$ cat config.mk
export PLATFORM = sky130hd
export DESIGN_NAME = fll_clock_source_selector
export DESIGN_NICKNAME = d
export VERILOG_FILES = /design/src/logic/fll_clock_source_selector.v
export VERILOG_INCLUDE_DIRS = /design/src /design/src/common
export SDC_FILE = /design/constraint.sdc
export NUM_CORES = 1
export LEC_CHECK = 0
export ABC_AREA = 1
export BUFFER_PORTS_ARGS = -buffer_cell sky130_fd_sc_hd__buf_4
export CAP_MARGIN = 0
export CORE_MARGIN = 2
export CORE_UTILIZATION = 45
export DETAILED_ROUTE_END_ITERATION = 10
export MAX_ROUTING_LAYER = met4
export PLACE_DENSITY = 0.67
export SYNTH_ARGS = -nofsm -noshare
export SYNTH_HDL_FRONTEND = slang
export SYNTH_SLANG_ARGS = --single-unit
$ cat constraint.sdc
create_clock -name clk -period 6.7 [get_ports clk]
set_input_delay 0.67 -clock clk [delete_from_list [all_inputs] [get_ports clk]]
set_output_delay 0.67 -clock clk [all_outputs]
set_load 0.01 [all_outputs]
$ cat src/common/clock_source_regs.vh
// Purpose: register map, reset values and timing constants of the clock source selector
// Assumes: 50 MHz system clock, AHB-Lite word registers
// Notes:   definitions only
`ifndef CLOCK_SOURCE_REGS_VH
`define CLOCK_SOURCE_REGS_VH

`define CLK_FREQ_MHZ      50
// register byte offsets (low address byte)
`define OFS_CTRL1         8'h00
`define OFS_CTRL2         8'h04
`define OFS_TRIM          8'h08
`define OFS_STATUS        8'h0C
// ctrl1 fields
`define C1_CLOCK_SOURCE_SELECT_LSB       0
`define C1_CLOCK_SOURCE_SELECT_MSB       1
`define C1_REFS           2
`define C1_RDIV_LSB       3
`define C1_RDIV_MSB       5
// ctrl2 fields
`define C2_BUS_CLOCK_DIVIDE_SELECT_LSB       0
`define C2_BUS_CLOCK_DIVIDE_SELECT_MSB       2
`define C2_LP             3
`define C2_LOCK_IE        4
`define C2_MON_EN         5
// status fields
`define ST_CLKST_LSB      0
`define ST_CLKST_MSB      1
`define ST_REFST          2
`define ST_LOCK           3
`define ST_LOLS           4
`define ST_EXT_LOST       5
// reset values: loop engaged, internal reference
`define RST_CLOCK_SOURCE_SELECT          2'h0
`define RST_REFS          1'h1
`define RST_RDIV          3'h0
`define RST_BUS_CLOCK_DIVIDE_SELECT          3'h1
`define RST_TRIM          9'h100
// clock source select encodings
`define SRC_LOOP          2'h0
`define SRC_INT           2'h1
`define SRC_EXT           2'h2
// internal reference period in system clocks is base plus trim plus one
`define IREF_BASE         11'h500
// loop targets 512 oscillator ticks per reference period
`define LOOP_MULT         11'h200
`define LOOP_GAIN_SHIFT   5
`define LOCK_TOL          12'h002
`define LOCK_PERIODS      3'h4
// oscillator control word: tick rate = word / 65536 * 50 MHz, 16 to 20 MHz
`define FCW_MIN           16'h51EC
`define FCW_MAX           16'h6666
`define FCW_RST           16'h5555
// external clock loss time and low power oscillator rate
`define EXT_LOSS_TIME_US  100
`define LPO_FREQ_KHZ      1

`endif

$ cat src/logic/fll_clock_source_selector.v
// Purpose: clock generation and selection with frequency-locked loop, bus divider, monitors
// Assumes: all produced clocks are one-cycle enable pulses on clk; AHB-Lite register slave
// Notes:   the external oscillator arrives asynchronously on ext_osc_in
`include "clock_source_regs.vh"

module fll_clock_source_selector #(
  parameter EXT_LOSS_CYCLES = `EXT_LOSS_TIME_US * `CLK_FREQ_MHZ,
  parameter LPO_DIV_CYCLES  = (`CLK_FREQ_MHZ * 1000) / `LPO_FREQ_KHZ
) (
  input  wire        clk,
  input  wire        rstn,
  input  wire        hsel,
  input  wire [31:0] haddr,
  input  wire [1:0]  htrans,
  input  wire        hwrite,
  input  wire [2:0]  hsize,
  input  wire [31:0] hwdata,
  input  wire        hready,
  output wire        hreadyout,
  output wire        hresp,
  output reg  [31:0] hrdata,
  input  wire        ext_osc_in,
  input  wire        debug_active,
  output reg         system_clock_out,
  output reg         selected_clock_output,
  output reg         debug_clock_out,
  output reg         ext_clock_out,
  output reg         lpo_1khz_tick,
  output wire        lock_irq,
  output wire        ext_loss_reset_req
);

  ////////////////////////////////////////////////////////////////////////
  // registers and bus slave
  reg  [1:0]  clock_source_select_q;
  reg         reference_select_q;
  reg  [2:0]  rdiv_q;
  reg  [2:0]  bus_clock_divide_select_q;
  reg         loop_low_power_disable_q;
  reg         lock_ie_q;
  reg         mon_en_q;
  reg  [8:0]  trim_q;
  reg  [1:0]  clkst_q;
  reg         locked_q;
  reg         lock_lost_q;
  reg         ext_lost_q;
  reg         wr_q;
  reg  [7:0]  wa_q;

  wire        take = hsel & htrans[1] & hready;
  wire        wr_c1 = wr_q & (wa_q == `OFS_CTRL1);
  wire        wr_c2 = wr_q & (wa_q == `OFS_CTRL2);
  wire        wr_tr = wr_q & (wa_q == `OFS_TRIM);
  wire        wr_st = wr_q & (wa_q == `OFS_STATUS);
  wire        lock_lost_set;

  // zero wait states, always OKAY
  assign hreadyout = 1'b1;
  assign hresp     = 1'b0;

  always @(posedge clk or negedge rstn) begin
    if (!rstn) begin
      wr_q <= 1'b0;
      wa_q <= 8'h00;
      hrdata <= 32'h00000000;
    end else begin
      wr_q <= take & hwrite;
      wa_q <= haddr[7:0];
      if (take & ~hwrite) begin
        if (haddr[7:0] == `OFS_CTRL1) begin
          hrdata <= {26'h0000000, rdiv_q, reference_select_q, clock_source_select_q};
        end else if (haddr[7:0] == `OFS_CTRL2) begin
          hrdata <= {26'h0000000, mon_en_q, lock_ie_q, loop_low_power_disable_q,
                     bus_clock_divide_select_q};
        end else if (haddr[7:0] == `OFS_TRIM) begin
          hrdata <= {23'h000000, trim_q};
        end else if (haddr[7:0] == `OFS_STATUS) begin
          hrdata <= {26'h0000000, ext_lost_q, lock_lost_q, locked_q, reference_select_q, clkst_q};
        end else begin
          hrdata <= 32'h00000000;
        end
      end
    end
  end

  always @(posedge clk or negedge rstn) begin
    if (!rstn) begin
      clock_source_select_q     <= `RST_CLOCK_SOURCE_SELECT;
      reference_select_q        <= `RST_REFS;
      rdiv_q                    <= `RST_RDIV;
      bus_clock_divide_select_q <= `RST_BUS_CLOCK_DIVIDE_SELECT;
      loop_low_power_disable_q  <= 1'b0;
      lock_ie_q                 <= 1'b0;
      mon_en_q                  <= 1'b0;
      trim_q                    <= `RST_TRIM;
      lock_lost_q               <= 1'b0;
    end else begin
      if (wr_c1) begin
        clock_source_select_q <= hwdata[`C1_CLOCK_SOURCE_SELECT_MSB:`C1_CLOCK_SOURCE_SELECT_LSB];
        reference_select_q    <= hwdata[`C1_REFS];
        rdiv_q                <= hwdata[`C1_RDIV_MSB:`C1_RDIV_LSB];
      end
      if (wr_c2) begin
        bus_clock_divide_select_q <= hwdata[`C2_BUS_CLOCK_DIVIDE_SELECT_MSB:`C2_BUS_CLOCK_DIVIDE_SELECT_LSB];
        loop_low_power_disable_q  <= hwdata[`C2_LP];
        lock_ie_q                 <= hwdata[`C2_LOCK_IE];
        mon_en_q                  <= hwdata[`C2_MON_EN];
      end
      if (wr_tr) begin
        trim_q <= hwdata[8:0];
      end
      // hardware set wins over a write-one clear in the same cycle
      if (lock_lost_set) begin
        lock_lost_q <= 1'b1;
      end else if (wr_st & hwdata[`ST_LOLS]) begin
        lock_lost_q <= 1'b0;
      end
    end
  end

  assign lock_irq = lock_lost_q & lock_ie_q;

  ////////////////////////////////////////////////////////////////////////
  // source selection
  wire ext_ok = ~ext_lost_q;

  always @(posedge clk or negedge rstn) begin
    if (!rstn) begin
      clkst_q <= `SRC_LOOP;
    end else if ((clock_source_select_q == `SRC_LOOP) || (clock_source_select_q == `SRC_INT) ||
                 ((clock_source_select_q == `SRC_EXT) && ext_ok)) begin
      clkst_q <= clock_source_select_q;
    end
  end

  // loop sleeps only when bypassed, low-power set and no debug session
  wire loop_on = (clkst_q == `SRC_LOOP) | ~loop_low_power_disable_q | debug_active;

  ////////////////////////////////////////////////////////////////////////
  // external oscillator: synchroniser, edge, monitor, reference divider
  reg        ext_s1_q;
  reg        ext_s2_q;
  reg        ext_s3_q;
  reg [15:0] ext_idle_q;
  reg [6:0]  rdiv_cnt_q;
  reg        ext_ref_tick_q;

  wire ext_edge = ext_s2_q & ~ext_s3_q;

  always @(posedge clk or negedge rstn) begin
    if (!rstn) begin
      ext_s1_q       <= 1'b0;
      ext_s2_q       <= 1'b0;
      ext_s3_q       <= 1'b0;
      ext_idle_q     <= 16'h0000;
      ext_lost_q     <= 1'b1;
      rdiv_cnt_q     <= 7'h00;
      ext_ref_tick_q <= 1'b0;
      ext_clock_out  <= 1'b0;
    end else begin
      ext_s1_q      <= ext_osc_in;
      ext_s2_q      <= ext_s1_q;
      ext_s3_q      <= ext_s2_q;
      ext_clock_out <= ext_edge;
      if (ext_edge) begin
        ext_idle_q <= 16'h0000;
        ext_lost_q <= 1'b0;
      end else if (ext_idle_q >= EXT_LOSS_CYCLES[15:0]) begin
        ext_lost_q <= 1'b1;
      end else begin
        ext_idle_q <= ext_idle_q + 16'h0001;
      end
      // divide by 2^rdiv before feeding the loop
      ext_ref_tick_q <= 1'b0;
      if (ext_edge) begin
        if (rdiv_cnt_q >= ((7'h01 << rdiv_q) - 7'h01)) begin
          rdiv_cnt_q     <= 7'h00;
          ext_ref_tick_q <= 1'b1;
        end else begin
          rdiv_cnt_q <= rdiv_cnt_q + 7'h01;
        end
      end
    end
  end

  wire ext_in_use = ~reference_select_q | (clkst_q == `SRC_EXT);
  assign ext_loss_reset_req = mon_en_q & ext_in_use & ext_lost_q;

  ////////////////////////////////////////////////////////////////////////
  // internal reference and low power oscillator
  reg [10:0] iref_cnt_q;
  reg        iref_tick_q;
  reg [15:0] lpo_cnt_q;

  always @(posedge clk or negedge rstn) begin
    if (!rstn) begin
      iref_cnt_q    <= 11'h000;
      iref_tick_q   <= 1'b0;
      lpo_cnt_q     <= 16'h0000;
      lpo_1khz_tick <= 1'b0;
    end else begin
      // a larger trim lengthens the period
      iref_tick_q <= 1'b0;
      if (iref_cnt_q >= (`IREF_BASE + {2'b00, trim_q})) begin
        iref_cnt_q  <= 11'h000;
        iref_tick_q <= 1'b1;
      end else begin
        iref_cnt_q <= iref_cnt_q + 11'h001;
      end
      lpo_1khz_tick <= 1'b0;
      if (lpo_cnt_q >= (LPO_DIV_CYCLES[15:0] - 16'h0001)) begin
        lpo_cnt_q     <= 16'h0000;
        lpo_1khz_tick <= 1'b1;
      end else begin
        lpo_cnt_q <= lpo_cnt_q + 16'h0001;
      end
    end
  end

  ////////////////////////////////////////////////////////////////////////
  // oscillator and frequency-locked loop
  reg  [15:0] fcw_q;
  reg  [15:0] acc_q;
  reg         dco_tick_q;
  reg         half_q;
  reg  [10:0] tick_cnt_q;
  reg  [2:0]  good_q;

  wire        ref_tick = reference_select_q ? iref_tick_q : ext_ref_tick_q;
  wire [16:0] acc_sum = {1'b0, acc_q} + {1'b0, fcw_q};
  wire signed [11:0] ferr = $signed({1'b0, `LOOP_MULT}) - $signed({1'b0, tick_cnt_q});
  wire signed [17:0] fnext = $signed({2'b00, fcw_q}) + ($signed({{6{ferr[11]}}, ferr}) <<< `LOOP_GAIN_SHIFT);
  wire        in_tol = (ferr <= $signed(`LOCK_TOL)) && (ferr >= -$signed(`LOCK_TOL));
  assign lock_lost_set = loop_on & ref_tick & locked_q & ~in_tol;

  always @(posedge clk or negedge rstn) begin
    if (!rstn) begin
      fcw_q      <= `FCW_RST;
      acc_q      <= 16'h0000;
      dco_tick_q <= 1'b0;
      half_q     <= 1'b0;
      tick_cnt_q <= 11'h000;
      good_q     <= 3'h0;
      locked_q   <= 1'b0;
    end else if (!loop_on) begin
      dco_tick_q <= 1'b0;
      tick_cnt_q <= 11'h000;
      good_q     <= 3'h0;
      locked_q   <= 1'b0;
    end else begin
      acc_q      <= acc_sum[15:0];
      dco_tick_q <= acc_sum[16];
      if (dco_tick_q) begin
        half_q <= ~half_q;
      end
      if (ref_tick) begin
        tick_cnt_q <= 11'h000;
        // clamp keeps the oscillator in its band
        if (fnext < $signed({2'b00, `FCW_MIN})) begin
          fcw_q <= `FCW_MIN;
        end else if (fnext > $signed({2'b00, `FCW_MAX})) begin
          fcw_q <= `FCW_MAX;
        end else begin
          fcw_q <= fnext[15:0];
        end
        if (!in_tol) begin
          good_q   <= 3'h0;
          locked_q <= 1'b0;
        end else if (good_q >= `LOCK_PERIODS) begin
          locked_q <= 1'b1;
        end else begin
          good_q <= good_q + 3'h1;
        end
      end else if ((tick_cnt_q != 11'h7FF) && dco_tick_q) begin
        tick_cnt_q <= tick_cnt_q + 11'h001;
      end
    end
  end

  ////////////////////////////////////////////////////////////////////////
  // output selection and bus divider
  reg  [6:0] bus_clock_divide_select_cnt_q;
  reg        src_tick;
  reg        last_tick_q;
  wire [6:0] bus_clock_divide_select_mask = (7'h01 << bus_clock_divide_select_q) - 7'h01;
  // a source switch can join ticks of two sources back to back: the second is dropped
  wire       src_clean = src_tick & ~last_tick_q;

  always @* begin
    case (clkst_q)
      `SRC_INT: src_tick = iref_tick_q;
      `SRC_EXT: src_tick = ext_edge;
      default:  src_tick = dco_tick_q;
    endcase
  end

  always @(posedge clk or negedge rstn) begin
    if (!rstn) begin
      bus_clock_divide_select_cnt_q            <= 7'h00;
      last_tick_q           <= 1'b0;
      system_clock_out      <= 1'b0;
      selected_clock_output <= 1'b0;
      debug_clock_out       <= 1'b0;
    end else begin
      last_tick_q           <= src_tick;
      selected_clock_output <= src_clean;
      debug_clock_out       <= loop_on & dco_tick_q & half_q;
      // mask compare: a new ratio acts on the very next source tick
      system_clock_out <= src_clean & ((bus_clock_divide_select_cnt_q & bus_clock_divide_select_mask) == bus_clock_divide_select_mask);
      if (src_clean) begin
        bus_clock_divide_select_cnt_q <= bus_clock_divide_select_cnt_q + 7'h01;
      end
    end
  end

endmodule // fll_clock_source_selector

## Word-level counts from Yosys, hierarchy flattened

Index checks and enable logic that the tools add are counted.

- Flip-flop bits (word level): 183
- Bits in latches: 0
- RAM bits: 0
- ROM bits: 0
- Input port bits: 76
- Logic and storage cells: 158
- Memories: 0

- $add $sub $neg: 13
- Multipliers: 0
- Divide/modulo/power cells: 0
- Magnitude comparators: 9
- Eq/ne operators: 17
- Shifts and indexed selects: 2
- Muxes and demuxes: 33
- Bitwise gates (word level): 32
- Reductions and logical operators: 15

Operators with widths:

| kind | number |
|---|---|
| 16-bit 2-to-1 mux | 5 |
| 32-bit 2-to-1 mux | 2 |
| 11-bit 2-to-1 mux | 4 |
| 16-bit by 1-bit adder with 16-bit output (second input constant) | 2 |
| 8-bit by 4-bit == test with 1-bit output (second input constant) | 4 |
| 11-bit by 1-bit adder with 11-bit output (second input constant) | 2 |
| 1-bit bitwise AND | 20 |
| 17-bit by 17-bit adder with 18-bit output | 1 |
| 18-bit by 16-bit > comparator with 1-bit output (second input constant) | 1 |
| 18-bit by 16-bit < comparator with 1-bit output (second input constant) | 1 |
| 16-bit by 16-bit adder with 17-bit output | 1 |
| 8-bit by 3-bit == test with 1-bit output (second input constant) | 2 |
| 16-bit by 13-bit greater-or-equal comparator with 1-bit output (second input constant) | 1 |
| 16-bit greater-or-equal comparator (second input constant) | 1 |
| 8-bit logical NOT | 2 |
| 7-bit by 1-bit adder with 7-bit output (second input constant) | 2 |
| 1-bit 2-to-1 mux | 14 |
| 1-bit by 3-bit << shifter with 7-bit output (first input constant) | 2 |
| 7-bit by 1-bit subtractor with 7-bit output (second input constant) | 2 |
| 12-bit by 2-bit greater-or-equal comparator with 1-bit output (second input constant) | 1 |
| 12-bit by 3-bit <= comparator with 1-bit output (second input constant) | 1 |
| 3-bit 2-to-1 mux | 4 |
| 10-bit by 11-bit subtractor with 12-bit output (first input constant) | 1 |
| 11-bit by 9-bit adder with 11-bit output (first input constant) | 1 |
| other kinds (25) | 44 |

## Depth between registers and ports, before layout

Gate-level depths: netlist of the first run.

- Depth after elaboration: 7
- Gate-level depth with buffers: 25
- Mapped depth without buffers: 25

## Worst setup path before layout of the first run

No wires, ideal clock.

- Path kind: register to register
- Start: register tick_cnt_q[0]
- End: register fcw_q[5]
- Setup time: 120 ps
- Arrival time: 2,585 ps
- Required time: 6,580 ps
- Setup slack: 3,994 ps
- Cell stages (with the launch flop): 24
- Path buffers: 0
- Clock period less this slack: 2,706 ps
- Cells stage by stage: dfrtp_1 inv_1 ha_1 nand2_1 inv_1 nand3_1 nor2_1 o21ai_0 nand2_1 inv_1 ha_1 nand2_1 nor2_1 nand3_1 nand3_1 inv_1 nand2_1 nand2_1 nor2_1 nand2_1 nand2_2 nand3_1 nand2_1 nand2_1

- Word-level cells in the longest chain between the ends: 5
- Elaborated cells on any way between the ends: 6

Ends and longest elaborated chain:

| what | RTL line | text |
|---|---|---|
| from (decl) | fll_clock_source_selector.v:226 | `reg [10:0] tick_cnt_q;` |
| from (signal assigned) | fll_clock_source_selector.v:275 | `tick_cnt_q <= tick_cnt_q + 11'h001;` |
| 10-bit by 11-bit subtractor with 12-bit output (*) | fll_clock_source_selector.v:231 | `` wire signed [11:0] ferr = $signed({1'b0, `LOOP_MULT}) - $signed({1'b0, tick_cnt_q}); `` |
| 17-bit by 17-bit adder with 18-bit output (*) | fll_clock_source_selector.v:232 | `` wire signed [17:0] fnext = $signed({2'b00, fcw_q}) + ($signed({{6{ferr[11]}}, ferr}) <<< `LOOP_GAIN_SHIFT); `` |
| 18-bit by 16-bit > comparator with 1-bit output | fll_clock_source_selector.v:261 | `` end else if (fnext > $signed({2'b00, `FCW_MAX})) begin `` |
| 16-bit 2-to-1 mux | fll_clock_source_selector.v:261 |  |
| 16-bit 2-to-1 mux (*) | fll_clock_source_selector.v:259 | `` if (fnext < $signed({2'b00, `FCW_MIN})) begin `` |
| to (signal assigned) | fll_clock_source_selector.v:260 | `` fcw_q <= `FCW_MIN; `` |
| to (signal assigned) | fll_clock_source_selector.v:262 | `` fcw_q <= `FCW_MAX; `` |
| to (signal assigned) | fll_clock_source_selector.v:264 | `fcw_q <= fnext[15:0];` |
| to (decl) | fll_clock_source_selector.v:222 | `reg [15:0] fcw_q;` |

Every way passes the cells marked *; elsewhere a longest branch is shown, timed or not.
A chain may end at the register's enable or synchronous reset.

## Worst setup path after layout of the first run

Ends and elaborated chain as after synthesis.

==> run metrics, run 1 <==
final hold vios 0; CP Cell Sequence inv_1 > nand3_1 > inv_1 > nand2_1 > xor2_1 > inv_1 > ha_1 > a21oi_1 > o21ai_0 > nand2_1 > nand3_1 > nand2_1 > nand2_1 > nor2_1 > nand2_1 > nand2_2 > nand3_1 > nand2_1 > nand2_1; max incr delay on CP 0.41 ns; commonest non-fill, non-tap cell in the layout nand2_1; P&R area growth vs syn 11.46%; critical path data arrival time around 3.6 ns; core area approximately 20000 sq um; Wirelength per Cell around 13 um; period utilisation layout 0.4938; Synth Cell Area 9335 sq um; postcts setup bufs 0; die area 21910 sq um; Initial Util 0.4599; Vias/cell 5.024; PostCTS Resize Cnt 0; slowest library cell on the worst path dfrtp_1; CP endpoint kind flip-flop; Skew-Pair Late Insertion Delay around 0.43 ns; Hold Path Class in -> reg; post-DP HPWL 14470 um; status finished clean; final slew viol count 0; most frequent CP cell nand2_1; CTS Hold Bufs 0; GP Congestion approximately 0.84; first-pass GRT wire length about 33000 um; post-synthesis sequential area ratio 0.4277; CTS tree done; antenna cells 0; Achievable Freq slightly above 300 MHz; vias in the first global route 7165; Synth Instances between 1000 and 1500; num ports 117; Die Width between 100 and 150 um; DRC 0; setup TNS 0 ns; die height between 100 and 150 um; largest net degree at the start of global routing ~110; commonest non-fill, non-tap cells in the layout nand2_1, inv_1, dfrtp_1; number of synthesized flops with an enable pin 0; H-tree levels 4; WP data required approximately 7.0 ns; Period minus WS final 3.308 ns; maxcap violations 0; Syn. warnings 0; Setup CP Type reg -> reg; CP Launch Type flip-flop; worst slew pin tran 1.048 ns; CTS root buf clkbuf_16; Max Fanout on Critical Path 7; Layout Nets between 1000 and 1500; ys flop type dfrtp_1; DR pass1 iterations 5; clk_skew 0.009258 ns; RSZ-0062 raised after global routing no; # clock sinks 159; Yosys cell types 47; Clock Path Buffers 2; antenna violations before repair 0; port bufs 40; Tot GR Track Use 0.1909; Avg Inst Size Synth between 7 and 8 sq um; ratio of total power to cell area a little over 300 nW/um^2; total detailed-routing wirelength around 19000 um; final instance area 10410 sq um; row count 52; initial drt markers 400; layout cells sized above 1 0.08535; number of synthesized register bits 159; worst-case vdd ir drop 0.1702 mV; Setup Viol. Count Final 0; Worst-path clk slew 0.06 ns; asr flop ratio synth 1.000; global route total overflow 0; via count 7596; cts bufs inserted 17; Slew headroom 0.2952; Placed Area 9819 sq um; Lkg Pwr 5.427 nW; Antenna Nets Post-Route 0
[final cells by class]
type / instances / area, sq um
Timing Repair Buffer: 42 / 319.1
Clock inverter: 11 / 135.1
Sequential cell: 159 / 3993
Clock buffer: 21 / 450.4
Tap cell: 270 / 337.8
Fill cell: 1970 / 9894
Inverter: 159 / 601.8
Multi-Input combinational cell: 850 / 4568
[path summary, 6_finish.rpt]
kind	start	endpoint	slack, ns	cells past startpoint
worst min-delay path	ext_osc_in	ext_s1_q$_DFF_PN0_	0.35	1
worst min register to register	ext_s1_q$_DFF_PN0_	ext_s2_q$_DFF_PN0_	0.35	0
worst max-delay path	tick_cnt_q[0]$_DFFE_PN0P_	fcw_q[5]$_DFFE_PN0P_	3.39	19
min in group asynchronous	rstn	fcw_q[9]$_DFFE_PN0P_	0.39	1
max in group asynchronous	rstn	ext_idle_q[6]$_DFFE_PN0P_	5.11	2
worst max register to register	tick_cnt_q[0]$_DFFE_PN0P_	fcw_q[5]$_DFFE_PN0P_	3.39	19
[flip-flops by register name, indices dropped and copies added (netlist names), 2 cells and up]
signal,flops
wa_q,8
rdiv_q,3
iref_cnt_q,11
ext_idle_q,16
hrdata,9
acc_q,16
fcw_q,15
rdiv_cnt_q,7
clkst_q,2
clock_source_select_q,2
lpo_cnt_q,16
tick_cnt_q,11
bus_clock_divide_select_cnt_q,7
trim_q,9
good_q,3
bus_clock_divide_select_q,3
[worst max-delay path: cells and delay by family (launching register included)]
kind,cells,cell delay (ns)
AO/OA/AOI/OAI,2,0.50
flip-flops,1,0.41
buffers and inverters,3,0.40
AND/OR/NAND/NOR,12,1.35
adder cells (fa/ha/maj),1,0.34
XOR/XNOR,1,0.17
[metal layers]
layer	GRT usage	vias to the layer above	routed length, um
met1	0.2603	3565	9663
met3	0.02963	21	534
met2	0.2949	91	8984
li1	-	3919	-
met5	-	-	0
met4	0.06000	0	275
[stage by stage]
stage | util | total power, mW | cells | setup slack (ns) | hold slack [ns]
final | 0.5126 | 3.170 | 1512 | 3.392 | 0.3478
after CTS | 0.5126 | 3.194 | 1512 | 3.371 | 0.3325
after floorplan | - | 1.982 | 1208 | 3.994 | 0.3312
after detailed placement | 0.4837 | 2.216 | 1480 | 3.398 | 0.3420
after global routing | 0.5126 | 3.409 | 1512 | 3.011 | 0.3285
after global placement | 0.4837 | 2.196 | 1480 | 3.396 | 0.3351
[report_power, final]
part	switching, mW	internal [mW]	leakage, nW	total [mW]
Combinational	0.636	0.363	3.21	0.999
Sequential	0.106	1.10	1.95	1.21
Clock	0.401	0.562	0.268	0.964
Total	1.14	2.03	5.43	3.17
[synthesized netlist by cell type (all sizes together), types with 3 or more instances]
cell type | instances | share of area
a21oi | 67 | 0.036
dfstp | 11 | 0.031
buf | 28 | 0.023
o31ai | 6 | 0.0048
or2 | 11 | 0.0074
nor3b | 8 | 0.0064
xor2 | 22 | 0.021
and3 | 5 | 0.0034
mux2 | 4 | 0.0048
xnor2 | 8 | 0.0075
nor4 | 8 | 0.0054
nor3 | 28 | 0.016
nand3b | 3 | 0.0024
o21ai | 94 | 0.050
a31oi | 5 | 0.0034
inv | 157 | 0.063
nand4 | 15 | 0.010
a211oi | 5 | 0.0040
nand3 | 91 | 0.050
nand2 | 265 | 0.11
ha | 60 | 0.080
dfrtp | 148 | 0.40
nor2 | 104 | 0.043
clkbuf | 12 | 0.0048
[cell families (layout without fill, tap and decap cells)]
kind of cell	Yosys count	count (layout)	share of synthesized area
and+or+nand+nor	541	541	0.2533
buffers and inverters	199	233	0.09221
AOI/OAI and AO/OA	186	186	0.1062
DFF	159	159	0.4277
adders and majority gates	62	62	0.08471
xor gates and xnor gates	30	30	0.02815
muxes	6	6	0.006969
other	2	25	0.0008045
Note: power is estimated with default switching activity, not from simulation.
==> run 2: changes to the inputs <==
Settings changed: ABC_AREA 1 to 0, PLACE_DENSITY 0.67 to 0.68.
Clock period 6.7 ns to 3.35 ns, I/O delays scaled along.
==> run metrics, run 2 <==
antenna violations before repair 0 (unchanged); Achievable Freq 292.5 MHz (-3.2%); Synth Cell Area 8961 sq um (-4.0%); Max Fanout on Critical Path 5 (-2); Slew headroom 0.5035 (+0.2083); Post-synth top cells dfrtp_1, nor2_1, nand2_1; clk_skew 0.01164 ns (+0.002385 ns); final slew viol count 0 (unchanged); antenna cells 0 (unchanged); Wirelength per Cell 14.38 um (+12%); final instance area 10650 sq um (+2.4%); violated checks negative setup slack; ranking of synthesized cells by area dfrtp_1, ha_1, nor2_1; layout cells sized above 1 0.2102 (+0.1249); Avg Inst Size Synth 9.880 sq um (+25%); DRC 0 (unchanged); initial drt markers 302 (-25%); commonest non-fill, non-tap cells in the layout dfrtp_1, nor2_1, buf_4; wire length on met2 9014 um (+0.33%); final hold vios 0 (unchanged); Placed Area 9799 sq um (-0.20%); Placed Instances 1239 (-16%); post-synthesis sequential area ratio 0.4455 (+0.01786); DR pass1 iterations 5 (unchanged); share of the synthesized area in the top cell type 0.4133 (+0.01656); H-tree levels 4 (unchanged); ys flop type dfrtp_1; via count 6644 (-13%); Synth Instances 907 (-23%); # fillers 1716 (-13%); die area 21060 sq um (-3.9%); highest metal layer with signal wires met4; slack of the critical path -0.06917 ns (-3.461 ns); asr flop ratio synth 1.000 (unchanged); die height 145.1 um (-2.0%); CP endpoint kind flip-flop; commonest non-fill, non-tap cell in the layout dfrtp_1; cts bufs inserted 17 (unchanged); met3 wire len 532 um (-0.37%); Initial Util 0.4589 (-0.0009482); Period minus WS final 3.419 ns (+0.1108 ns); cell taking the most area after synthesis dfrtp_1; Layout Nets 1143 (-16%); worst-case vdd ir drop 0.3667 mV (+120%); CP Launch Type flip-flop; row count 51 (-1.9%); Finished Layout Cells 1283 (-15%); period utilisation layout 1.021 (+0.5269); Vias/cell 5.178 (+3.1%); number of synthesized flops with an enable pin 0 (unchanged); WP data required 3.66 ns (-3.35 ns); Hold Path Class in -> reg; most frequent cell after synthesis dfrtp_1; Antenna Nets Post-Route 0 (unchanged); largest net degree at the start of global routing 82 (-27%); post-DP HPWL 13250 um (-8.4%); Syn. warnings 0 (unchanged); ratio of total power to cell area 706.1 nW/um^2 (+130%); status finished with violations; Yosys cell types 79 (+68%); global route total overflow 0 (unchanged); first-pass GRT wire length 31660 um (-5.1%); CTS root buf clkbuf_16; critical path data arrival time 3.73 ns (+0.11 ns); worst slew pin tran 0.7448 ns (-0.3027 ns); # clock sinks 159 (unchanged); RSZ-0062 raised after global routing yes; core area 19530 sq um (-3.8%); number of synthesized register bits 159 (unchanged); Setup Viol. Count Final 3 (+3); GP Congestion 0.8271 (-1.5%); num ports 117 (unchanged); Clock Path Buffers 2 (unchanged); maxcap violations 0 (unchanged); largest registers acc_q: 16 flops, ext_idle_q: 16 flops, lpo_cnt_q: 16 flops; port bufs 40 (unchanged); Worst-path clk slew 0.07 ns (about the same); met1 WL 8639 um (-11%); vias in the first global route 6731 (-6.1%); Die Width 145.1 um (-2.0%); P&R area growth vs syn 18.89%; total detailed-routing wirelength 18450 um (-5.2%); CTS tree done; Skew-Pair Late Insertion Delay 0.42 ns (about the same); Setup CP Type reg -> reg; Tot GR Track Use 0.1852 (-0.005731); Lkg Pwr 4.915 nW (-9.4%)
==> run 2: through the flow <==
step	setup TNS (ns)	setup slack, ns	hold WS (ns)	power, mW	util
floorplan	0	0.009154	0.03941	4.395	-
global placement	-0.4491	-0.1148	0.3401	5.247	0.5019
detailed placement	-0.9412	-0.1649	0.3418	5.322	0.5019
CTS	-0.3082	-0.07348	0.006514	7.387	0.5384
global route	-1.570	-0.2149	0.0009132	8.078	0.5456
finish	-0.1151	-0.06917	0.02327	7.522	0.5456
==> run 2: final timing paths <==
kind	slack (ns)	end	from	cells after the start
hold reg to reg	0.35	ext_s2_q$_DFF_PN0_	ext_s1_q$_DFF_PN0_	0
setup reg to reg	-0.07	fcw_q[1]$_DFFE_PN0P_	tick_cnt_q[3]$_DFFE_PN0P_	13
min in group asynchronous	0.52	hrdata[5]$_DFFE_PN0P_	rstn	2
hold / removal	0.02	ext_s1_q$_DFF_PN0_	ext_osc_in	1
max in group asynchronous	1.91	ext_lost_q$_DFFE_PN1P_	rstn	3
setup / recovery	-0.07	fcw_q[1]$_DFFE_PN0P_	tick_cnt_q[3]$_DFFE_PN0P_	13
==> run 2: area by class of cell <==
type / count / area (sq um) / share of cell area
clock buffers: 19 / 452.9 / 0.04251
multi-input cells: 674 / 4777 / 0.4484
well taps: 265 / 331.6 / 0.03112
clock inverters: 13 / 126.4 / 0.01186
inverters: 51 / 191.4 / 0.01797
flip-flops and latches: 159 / 3993 / 0.3747
repair buffers: 102 / 782.0 / 0.07340
==> run 2: cell families (layout without fill, tap and decap cells) <==
family / Yosys count / after routing / share of synthesized area
mux: 30 / 30 / 0.04328
simple gates: 308 / 308 / 0.1692
fa+ha+maj: 62 / 62 / 0.08824
xor+xnor: 71 / 71 / 0.06939
flops: 159 / 159 / 0.4455
buf+inv: 97 / 185 / 0.05222
compound gates: 178 / 178 / 0.1313
other cells: 2 / 25 / 0.0008381
==> run 2: power breakdown <==
part,total (mW),internal [mW],leakage (nW),switching [mW]
clock,1.90,1.08,0.274,0.825
sequential,2.41,2.20,1.99,0.214
combinational,3.21,1.59,2.65,1.62
==> run 2: worst max-delay path, stage by stage, from the launching register on <==
cell      delay (ns)
dfrtp_1         0.38
or4_4           0.57
buf_6           0.15
nor3b_4         0.22
xnor2_2         0.13
ha_1            0.34
nand2_2         0.06
nand2b_1        0.10
a32o_2          0.17
o211ai_1        0.11
a211o_1         0.38
a22oi_2         0.24
o21a_1          0.22
and2b_2         0.23
==> run 2: timing repair <==
item / in CTS / in global routing
hold buffers: 1 / 1
setup buffers: 5 / 5
hold endpoints to repair: 40 / 1
pin swaps: 24 / 21
setup endpoints to repair: 11 / 13
resized for setup: 19 / 20
==> run 2: per-layer routing <==
layer  global-route usage  up-vias
met5                    -        -
met4              0.04706        0
met3              0.03585       18
met2               0.3083       85
met1               0.2338     3230
li1                     -     3311
